`config.mk`:
```
export PLATFORM = sky130hd
export DESIGN_NAME = rsc_reset_ctrl
export DESIGN_NICKNAME = d
export VERILOG_FILES = /design/src/rsc_pkg.sv /design/src/rsc_low_filter.sv /design/src/rsc_reset_ctrl.sv
export VERILOG_INCLUDE_DIRS = /design/src
export SDC_FILE = /design/constraint.sdc
export NUM_CORES = 1
export LEC_CHECK = 0
export BUFFER_PORTS_ARGS = -buffer_cell sky130_fd_sc_hd__buf_2
export CORE_MARGIN = 3
export CORE_UTILIZATION = 24
export CTS_BUF_LIST = sky130_fd_sc_hd__clkbuf_16
export CTS_CLUSTER_SIZE = 24
export DETAILED_ROUTE_END_ITERATION = 6
export MAX_ROUTING_LAYER = met4
export PLACE_DENSITY_LB_ADDON = 0.12
export SYNTH_ARGS = -nofsm -noshare
export SYNTH_HDL_FRONTEND = slang
export SYNTH_SLANG_ARGS = --single-unit
```
`constraint.sdc`:
```
create_clock -name pclk -period 3.4 [get_ports pclk]
set_clock_uncertainty 0.1 [all_clocks]
set_input_delay 0.17 -clock pclk [delete_from_list [all_inputs] [get_ports pclk]]
set_output_delay 0.17 -clock pclk [all_outputs]
set_load 0.02 [all_outputs]
```
`src/rsc_defs.svh`:
```
`ifndef RSC_DEFS_SVH
`define RSC_DEFS_SVH
// Contract
// - normal/halt: reset-pin low pulses under three clocks are ignored, longer ones reset.
// - normal/halt: watchdog time-out resets when watchdog control selects reset mode.
// - debugger control reset bit written 1 resets all except the on-chip debugger.
// - supply below threshold holds reset; then hold until power-on count ends, longer with crystal.
// - leaving power-on reset, the core starts by fetching its reset vector.
// - stop mode: reset-pin low resets only if it passes the glitch filter width.
// - stop mode: debug pin low resets; cause shows power-on 1, others 0.
// - cause register is read-only; a read clears its upper four bits afterwards.
// - cause register shares its address with write-only watchdog control.
// - cause bits: 7 power-on, 6 stop, 5 watchdog, 4 external; bits 3..0 read 0.
// - after power-on reset the flags are power-on 1, others 0.
// - debugger-requested reset leaves flags power-on 1, others 0.
// - reset-pin reset in normal/halt sets only the external flag.
// - watchdog reset sets only the watchdog flag.
// - stop recovery by port pin sets only the stop flag.
// - stop recovery by watchdog sets stop and watchdog flags only.
// - power-on flag clears on any watchdog time-out or stop recovery.

// ==================================================
// bus map
`define RSC_ADDR_W 12
`define RSC_CAUSE_OFS 12'hFF0
`define RSC_DBGCTL_OFS 12'hFF4
`define RSC_STATUS_OFS 12'hFF8
`define RSC_DBG_RST_BIT 0
`define RSC_WDT_RSTMODE_BIT 0
`define RSC_WATCHDOG_CONTROL_RESET 8'h01

// ==================================================
// cause flag codes {por, stop, wdt, ext}
`define RSC_FLAGS_NONE 4'h0
`define RSC_FLAGS_POR 4'h8
`define RSC_FLAGS_STOP 4'h4
`define RSC_FLAGS_WDT 4'h2
`define RSC_FLAGS_SWDT 4'h6
`define RSC_FLAGS_EXT 4'h1
`define RSC_CAUSE_LOW 4'h0
`define RSC_PAD24 24'h000000
`define RSC_PAD31 31'h00000000
`define RSC_PAD28 28'h0000000

// ==================================================
// timing
`define RSC_CNT_W 16
`define RSC_FILT_W 8
`define RSC_NORMAL_MIN_LOW 8'h03
`define RSC_DBG_MIN_LOW 8'h01

// ==================================================
// filtered pins, index into the filter bank
`define RSC_PIN_N 2
`define RSC_PIN_EXT 0
`define RSC_PIN_DBG 1
`endif

```
`src/rsc_pkg.sv`:
```
package rsc_pkg;
  `include "rsc_defs.svh"

  typedef enum logic [1:0] {
    RSC_SUPPLY = 2'b00,
    RSC_HOLD = 2'b01,
    RSC_RUN = 2'b10
  } rsc_phase_t;

  typedef struct packed {
    logic por;
    logic stop;
    logic wdt;
    logic external_pin_flag;
  } rsc_flags_t;

  typedef struct packed {
    logic psel;
    logic penable;
    logic pwrite;
    logic [`RSC_ADDR_W-1:0] paddr;
    logic [31:0] pwdata;
  } rsc_apb_req_t;

  typedef struct packed {
    logic [31:0] prdata;
    logic pready;
    logic pslverr;
  } rsc_apb_rsp_t;

  typedef struct packed {
    logic supply_low;
    logic ext_pin_n;
    logic debug_pin_n;
    logic stop_mode;
    logic wdt_timeout;
    logic gpio_wake;
    logic xtal_en;
  } rsc_src_t;

  typedef struct packed {
    rsc_phase_t phase;
    logic [`RSC_CNT_W-1:0] cnt;
    rsc_flags_t flags;
    logic [7:0] wdt_ctl;
    logic dbg_req;
    logic sys_rst_n;
    logic ocd_rst_n;
    logic fetch_vec;
    logic stop_rec;
    logic wdt_wr;
    rsc_apb_rsp_t rsp;
  } rsc_state_t;
endpackage

```
`src/rsc_low_filter.sv`:
```
`timescale 1ns/1ps
`include "rsc_defs.svh"
// ==================================================
// low-pulse width filter behind a two-flop synchroniser
module rsc_low_filter (
  input wire logic pclk, // system clock
  input wire logic presetn, // async reset, active low
  input wire logic pin_n, // raw active-low pin
  input wire logic [`RSC_FILT_W-1:0] min_low, // low cycles needed
  output logic hit // pin held low long enough
);
  typedef struct packed {
    logic sync1;
    logic sync2;
    logic [`RSC_FILT_W-1:0] cnt;
    logic hit;
  } rsc_filt_state_t;

  rsc_filt_state_t q;
  rsc_filt_state_t n;

  // sync1 feeds sync2 only; the counter looks at sync2
  always_comb begin
    n = q;
    n.sync1 = pin_n;
    n.sync2 = q.sync1;
    if (q.sync2) begin
      n.cnt = '0;
      n.hit = 1'b0;
    end else begin
      if (q.cnt < min_low) begin
        n.cnt = q.cnt + 1'b1;
      end
      n.hit = ((q.cnt + 1'b1) >= min_low);
    end
  end

  // pin idles high, so the synchroniser resets high
  always_ff @(posedge pclk or negedge presetn) begin
    if (!presetn) begin
      q <= '{sync1: 1'b1, sync2: 1'b1, cnt: '0, hit: 1'b0};
    end else begin
      q <= n;
    end
  end

  assign hit = q.hit;
endmodule

```
`src/rsc_reset_ctrl.sv`:
```
`timescale 1ns/1ps
`include "rsc_defs.svh"
// ==================================================
// reset source control: sequencer, cause flags, APB slave
module rsc_reset_ctrl #(
  parameter logic [`RSC_CNT_W-1:0] POR_CYCLES = 16'h0400, // power-on hold
  parameter logic [`RSC_CNT_W-1:0] XTAL_CYCLES = 16'h1000, // crystal extension
  parameter logic [`RSC_FILT_W-1:0] STOP_MIN_LOW = 8'h0A // stop glitch filter
) (
  input wire logic pclk, // system clock
  input wire logic presetn, // async reset, active low
  input rsc_pkg::rsc_apb_req_t apb_req, // APB request
  output rsc_pkg::rsc_apb_rsp_t apb_rsp, // APB answer
  input rsc_pkg::rsc_src_t src, // reset and wake sources
  output logic sys_reset_n, // system reset, debugger excluded
  output logic ocd_reset_n, // debugger reset, power-on only
  output logic fetch_vector, // core fetches reset vector
  output logic stop_recover, // stop-mode recovery pulse
  output logic [7:0] watchdog_control, // watchdog control byte
  output logic watchdog_control_wr // watchdog control written
);
  import rsc_pkg::*;

  rsc_state_t q;
  rsc_state_t n;

  logic ext_hit;
  logic dbg_hit;
  logic [`RSC_PIN_N-1:0] pin_raw_n;
  logic [`RSC_PIN_N-1:0] pin_hit;
  logic [`RSC_PIN_N-1:0][`RSC_FILT_W-1:0] pin_min;
  logic [`RSC_FILT_W-1:0] ext_min;
  logic [`RSC_CNT_W-1:0] hold_len;
  logic setup;
  logic acc;
  logic hit_cause;
  logic hit_dbg;
  logic hit_status;
  logic mapped;
  logic in_stop;
  logic ev_dbgpin;
  logic ev_ocd;
  logic ev_ext;
  logic ev_wdt;
  logic ev_swdt;
  logic ev_gpio;
  logic hold_src;

  // ==================================================
  // pin filters
  // stop-mode filter width
  assign ext_min = src.stop_mode ? STOP_MIN_LOW : `RSC_NORMAL_MIN_LOW;

  // bank order: debug pin above reset pin, matching the index defines
  assign pin_raw_n = {src.debug_pin_n, src.ext_pin_n};
  assign pin_min = {`RSC_DBG_MIN_LOW, ext_min};

  // one synchroniser and width filter per active-low pin
  for (genvar g = 0; g < `RSC_PIN_N; g++) begin : g_pin_filt
    rsc_low_filter u_filt (
      .pclk(pclk),
      .presetn(presetn),
      .pin_n(pin_raw_n[g]),
      .min_low(pin_min[g]),
      .hit(pin_hit[g])
    );
  end

  assign ext_hit = pin_hit[`RSC_PIN_EXT];
  assign dbg_hit = pin_hit[`RSC_PIN_DBG];

  // ==================================================
  // event decode
  // hold length from parameters
  assign hold_len = src.xtal_en ? (POR_CYCLES + XTAL_CYCLES) : POR_CYCLES;

  assign in_stop = src.stop_mode;
  // debug pin only counts in stop mode
  assign ev_dbgpin = in_stop & dbg_hit;
  assign ev_ocd = q.dbg_req;
  assign ev_ext = ext_hit;
  // watchdog resets only in reset mode
  assign ev_wdt = ~in_stop & src.wdt_timeout & q.wdt_ctl[`RSC_WDT_RSTMODE_BIT];
  assign ev_swdt = in_stop & src.wdt_timeout;
  assign ev_gpio = in_stop & src.gpio_wake;

  // a held pin keeps restarting the hold count
  assign hold_src = ext_hit | ev_dbgpin;

  // ==================================================
  // bus decode
  assign setup = apb_req.psel & ~apb_req.penable & ~q.rsp.pready;
  assign acc = apb_req.psel & apb_req.penable & q.rsp.pready;
  // one address, read cause, write watchdog control
  assign hit_cause = (apb_req.paddr == `RSC_CAUSE_OFS);
  assign hit_dbg = (apb_req.paddr == `RSC_DBGCTL_OFS);
  assign hit_status = (apb_req.paddr == `RSC_STATUS_OFS);
  assign mapped = hit_cause | hit_dbg | hit_status;

  // ==================================================
  // next state
  always_comb begin
    n = q;
    n.fetch_vec = 1'b0;
    n.stop_rec = 1'b0;
    n.wdt_wr = 1'b0;
    n.rsp.pready = 1'b0;
    n.rsp.pslverr = 1'b0;

    // bus side effects land first so that events below win
    if (acc && mapped) begin
      if (apb_req.pwrite) begin
        if (hit_cause) begin
          n.wdt_ctl = apb_req.pwdata[7:0];
          n.wdt_wr = 1'b1;
        end
        if (hit_dbg && apb_req.pwdata[`RSC_DBG_RST_BIT]) begin
          n.dbg_req = 1'b1;
        end
      end else if (hit_cause) begin
        n.flags = `RSC_FLAGS_NONE;
      end
    end

    unique case (q.phase)
      RSC_SUPPLY: begin
        n.sys_rst_n = 1'b0;
        n.ocd_rst_n = 1'b0;
        n.cnt = '0;
        if (!src.supply_low) begin
          n.phase = RSC_HOLD;
        end
      end
      RSC_HOLD: begin
        n.sys_rst_n = 1'b0;
        n.dbg_req = 1'b0;
        if (src.supply_low) begin
          n.phase = RSC_SUPPLY;
          n.ocd_rst_n = 1'b0;
          n.flags = `RSC_FLAGS_POR;
          n.cnt = '0;
        end else if (hold_src) begin
          n.cnt = '0;
        end else if (q.cnt >= (hold_len - 1'b1)) begin
          // release core to its reset vector
          n.phase = RSC_RUN;
          n.sys_rst_n = 1'b1;
          n.ocd_rst_n = 1'b1;
          n.fetch_vec = 1'b1;
          n.cnt = '0;
        end else begin
          n.cnt = q.cnt + 1'b1;
        end
      end
      RSC_RUN: begin
        if (src.supply_low) begin
          n.phase = RSC_SUPPLY;
          n.sys_rst_n = 1'b0;
          n.ocd_rst_n = 1'b0;
          n.flags = `RSC_FLAGS_POR;
        end else if (ev_dbgpin) begin
          n.phase = RSC_HOLD;
          n.sys_rst_n = 1'b0;
          n.flags = `RSC_FLAGS_POR;
        end else if (ev_ocd) begin
          n.phase = RSC_HOLD;
          n.sys_rst_n = 1'b0;
          n.dbg_req = 1'b0;
          n.flags = `RSC_FLAGS_POR;
        end else if (ev_ext) begin
          n.phase = RSC_HOLD;
          n.sys_rst_n = 1'b0;
          n.flags = `RSC_FLAGS_EXT;
        end else if (ev_wdt) begin
          n.phase = RSC_HOLD;
          n.sys_rst_n = 1'b0;
          n.flags = `RSC_FLAGS_WDT;
        end else if (ev_swdt) begin
          n.flags = `RSC_FLAGS_SWDT;
          n.stop_rec = 1'b1;
        end else if (ev_gpio) begin
          n.flags = `RSC_FLAGS_STOP;
          n.stop_rec = 1'b1;
        end else if (src.wdt_timeout) begin
          n.flags.por = 1'b0;
        end
        n.cnt = '0;
      end
      default: begin
        n.phase = RSC_SUPPLY;
        n.sys_rst_n = 1'b0;
        n.ocd_rst_n = 1'b0;
        n.cnt = '0;
      end
    endcase

    // answer built in setup from next flags, so no event is missed
    if (setup) begin
      n.rsp.pready = 1'b1;
      n.rsp.pslverr = ~mapped;
      n.rsp.prdata = '0;
      if (!apb_req.pwrite) begin
        if (hit_cause) begin
          n.rsp.prdata = {`RSC_PAD24, n.flags, `RSC_CAUSE_LOW};
        end else if (hit_dbg) begin
          n.rsp.prdata = {`RSC_PAD31, n.dbg_req};
        end else if (hit_status) begin
          n.rsp.prdata = {`RSC_PAD28, n.phase, q.sys_rst_n, in_stop};
        end
      end
    end
  end

  // ==================================================
  // state register
  always_ff @(posedge pclk or negedge presetn) begin
    if (!presetn) begin
      q.phase <= RSC_SUPPLY;
      q.cnt <= '0;
      q.flags <= `RSC_FLAGS_POR;
      q.wdt_ctl <= `RSC_WATCHDOG_CONTROL_RESET;
      q.dbg_req <= 1'b0;
      q.sys_rst_n <= 1'b0;
      q.ocd_rst_n <= 1'b0;
      q.fetch_vec <= 1'b0;
      q.stop_rec <= 1'b0;
      q.wdt_wr <= 1'b0;
      q.rsp <= '0;
    end else begin
      q <= n;
    end
  end

  // ==================================================
  // outputs, all from flops
  assign apb_rsp = q.rsp;
  assign sys_reset_n = q.sys_rst_n;
  assign ocd_reset_n = q.ocd_rst_n;
  assign fetch_vector = q.fetch_vec;
  assign stop_recover = q.stop_rec;
  assign watchdog_control = q.wdt_ctl;
  assign watchdog_control_wr = q.wdt_wr;
endmodule

```
Yosys cells after proc, flatten, opt, wreduce, memory -nomap -nowiden:

Index checks and enable logic that the tools add are counted.

* memories: 0
* memory bits (writable): 0
* input port bits: 56
* bits in read-only memories: 0
* word-level logic and storage cells: 133
* bits in latches: 0
* output and inout port bits: 47
* register bits after elaboration: 68

* mux-type cells: 68
* $add $sub $neg: 4
* order comparisons: 5
* bitwise logic cells: 16
* shifts and indexed selects: 0
* divide/modulo/power cells: 0
* equal/unequal tests: 9
* reduce and logical (&&, ||, !) cells: 7
* multipliers: 0

Operators by type and width (count)
* 18-bit one-hot mux with 3 select lines: 1
* 4-bit two-way mux: 12
* 8-bit two-way mux: 5
* 12-bit equality test, second input constant: 3
* 16-bit two-way mux: 2
* 1-bit two-way mux: 27
* 9-bit two-way mux: 3
* 13-bit two-way mux: 2
* 18-bit two-way mux: 1
* 2-bit two-way mux: 9
* 16-bit by 1-bit adder with 16-bit output, second input constant: 1
* 8-bit by 1-bit adder with 8-bit output, second input constant: 2
* 16-bit greater-or-equal comparator: 1
* 13-bit by 1-bit subtractor with 14-bit output, second input constant: 1
* 1-bit AND: 9
* 3-bit two-way mux: 3
* 8-bit by 1-bit greater-or-equal comparator with 1-bit output, second input constant: 1
* 8-bit by 4-bit greater-or-equal comparator with 1-bit output: 1
* 8-bit by 1-bit < comparator with 1-bit output, second input constant: 1
* 8-bit by 4-bit < comparator with 1-bit output: 1
* 4-bit one-hot mux with 2 select lines: 1
* 3-bit inequality test, second input constant: 2
* 6-bit by 5-bit inequality test with 1-bit output, second input constant: 1
* 3-bit AND reduction: 2
* 10 further kinds: 17

Depth between registers and ports, before layout:

* depth in word-level cells: 16
* depth in mapped cells: 8
* mapped depth without buffers: 7

By module:

A second synthesis with hierarchy kept.

* cell total of the unflattened synthesis: 451
* area, all modules: 4395.5 µm²

Modules (own cells, without submodules)
* rsc_reset_ctrl: times used 1, area each 2533.7 µm², sequential area each 1153.6 µm², cells each 261
* rsc_low_filter: times used 2, area each 930.9 µm², sequential area each 277.8 µm², cells each 95

Worst setup path before layout:

OpenSTA, ideal clock, no wires.

* path type: reg2reg
* start point: register q[52] (netlist bit)
* end point: register q[55] (netlist bit)
* clock period less this slack: 1862 ps
* stages on the path, launching flop included: 8
* arrival: 1690 ps
* slack: 1538 ps
* cells stage by stage: dfrtp_1 ha_1 and2_1 nand4_1 nand3_1 or3_1 clkbuf_1 nor2_1

RTL lines
* from (decl): RTL line rsc_reset_ctrl.sv:24 `rsc_state_t q;`
* from (signal assigned): RTL line rsc_reset_ctrl.sv:230 `q <= n;`

==> flow_summary.yaml <==
job:
  cap_violations: 0
logic_synthesis:
  ys.flop_type: "dfrtp_1"
  syn_inst: 356
  async_flop_share_pct: 100
  synth_edf_count: 0
  yosysWarnings: 0
  yosysTopAreaCellShare_pct: 43.2
  synth_top_cells_by_count: "dfrtp_1, buf_4, nor2_1"
  ys_seq_area_share_pct: 47.6
  ys_ff_latch: 68
  yosysMostFrequentCell: "dfrtp_1"
  syn_area_um2: 3590
  synth_largest_area_cell: "dfrtp_1"
  synth_area_per_cell_um2: 10.1
  synth.distinct_cells: 52
  synth.area.top_cells: "dfrtp_1, buf_4, ha_1"
routing:
  antenna_left: 0
  vias_per_cell: 4.20
  drt_pass1_iterations: 4
  post_drt_wl_per_cell_um: 12.6
  wl_um: 7570
  drtIter0Drc: 108
  vias: 2517
  drcViolationCount: 0
placement:
  portBuffers: 54
  hpwl_um: 5360
  gp_congestion: 0.745
  placed_area_um2: 3840
status:
  outcome: "complete, no violations"
global_routing:
  grt_max_degree: 69
  grt_util_all_layers_pct: 9.96
  grt_pass1_vias: 2448
  gr-total-overflow: 0
  grt_pass1_wl_um: 12400
  antenna_found_initial: 0
die:
  dieArea_um2: 16500
  coreArea_um2: 14600
  rows: 44
  die_width_um: 128
  start_util_pct: 24.6
  die_y_um: 128
  io_pins: 103
hold_path:
  hp-class: "in -> reg"
clock_network:
  tritoncts: "built"
  post_cts_buffers: 0
  path_clk_slew_ns: 0.05
  h-tree-depth: 3
  clock-sinks: 68
  cts_buffer_depth: 2
  clk_latency_ns: 0.33
  clock-root-buffer: "clkbuf_16"
  cts_buffers: 9
worst_setup_path:
  cp_max_fo: 13
  startpoint_type: "flip-flop"
  worst_setup_path_end_kind: "flip-flop"
  crit_type: "reg -> reg"
  arrival_ns: 2.20
  reg2reg_slack_ns: 1.36
  cp.required_ns: 3.56
finish:
  diodes: 0
  postLayoutCoreUtil_pct: 29.0
  final_area_um2: 4220
  fillers: 1514
  syn2layout_area_growth_pct: 17.7
  drive_gt1_share_pct: 21.7
  nNetsFinal: 480
pwr:
  powerDensity_nw_per_um2: 511
  p_leak_uw: 0.00206
  peakVddDrop_mv: 0.206
timing:
  rsz0062_at_grt: "false"
  min_period_over_period_pct: 60.0
  tightest_slew_ns: 0.885
  fmax_mhz: 490
  period_minus_slack_ns: 2.04
  hold_violations: 0
  finalSetupViolations: 0
  final.setup.tns_ns: 0
  finalMaxSlewViolations: 0
  maxSlewHeadroom_pct: 41.0
## placed cells by master, fill, tap and decap left out, types with 4 or more instances in the layout
master,instances
nor3_1,7
and3_1,9
clkbuf_16,9
xor2_1,13
nand3_1,16
o21ai_0,14
dfrtp_1,62
xnor2_1,6
nand2_1,24
conb_1,26
a22o_1,4
ha_1,13
nor2_1,34
nor2b_1,13
inv_1,15
nand4_1,8
dlygate4sd3_1,13
mux2_2,9
a21oi_1,11
dfstp_2,6
buf_2,54
## final cells by class
class                      instances  area [µm²]  share of cell area [%]
clock inverter                     6        26.3                   0.622
clock buffer                       9         225                    5.33
multi-input combinational        252        1580                    37.4
timing repair buffer              68         408                    9.66
tap                              184         230                    5.45
inverter                          12        45.0                    1.07
sequential                        68        1710                    40.5
## metal layers
metal / vias to the layer above / GRT usage (%) / share of wire (%)
met1: 1171 / 12.9 / 47
li1: 1279 / - / -
met2: 56 / 14.2 / 45
met5: - / - / 0
met3: 11 / 2.42 / 5.2
met4: 0 / 5.62 / 2.2
## per-stage QoR
step / setup WS [ns] / total power, µW / cells / hold WS (ns)
after floorplan: 1.54 / 1250 / 381 / -0.226
after global placement: 1.34 / 1350 / 571 / 0.177
after detailed placement: 1.35 / 1350 / 571 / 0.176
after CTS: 1.33 / 2200 / 599 / 0.0528
after global routing: 1.18 / 2300 / 599 / 0.0940
final: 1.36 / 2160 / 599 / 0.0744
## sequential cells by signal, summed over array words and instances, names as in the netlist
name                   flops
watchdog_control           8
g_pin_filt.u_filt.hit      2
q                         22
g_pin_filt.u_filt.n        2
watchdog_control_wr        1
stop_recover               1
ocd_reset_n                1
ev_ocd                     1
apb_rsp                   10
fetch_vector               1
g_pin_filt.u_filt.q       18
sys_reset_n                1
## what timing repair did
item | 4_1_cts | 5_1_grt
hold buffers | 13 | 0
endpoints found under the hold margin | 73 | 0
gates resized for setup | 0 | 0
## path summary, 6_finish.rpt
check	from	end	depth (start not counted)
setup / recovery	q[52]	q[62]	6
hold / removal	apb_req[34]	apb_rsp[0]	3
setup reg to reg	q[52]	q[62]	6
hold reg to reg	g_pin_filt[1].u_filt.n[9]	g_pin_filt[1].u_filt.q[9]	0
max in group asynchronous	presetn	g_pin_filt[0].u_filt.q[4]	3
min in group asynchronous	presetn	watchdog_control[6]	3
## kinds of logic after synthesis
logic type / count (synthesis) / synth area share (%)
simple gates: 135 / 19.9
fa+ha+maj: 13 / 4.53
other cells: 1 / 0.104
buf+inv: 61 / 11.0
mux: 11 / 3.38
compound gates: 48 / 8.85
flops: 68 / 47.6
xor+xnor: 19 / 4.64
## worst max-delay path: stages, from the launching register on
cell and delay, ns:
dfrtp_1 0.42, ha_1 0.26, and2_1 0.20, nand4_1 0.13, nand3_1 0.12, or3_1 0.56, nor2_1 0.18
## where the power goes
| group | leakage [µW] | total [µW] | switching, µW | internal [µW] |
|---|---|---|---|---|
| Clock | 0.000130 | 814 | 338 | 476 |
| Sequential | 0.000913 | 922 | 54.4 | 868 |
| Combinational | 0.00102 | 422 | 255 | 167 |
| Total | 0.00206 | 2160 | 648 | 1510 |
No activity file was read; power rests on OpenSTA's default activity.
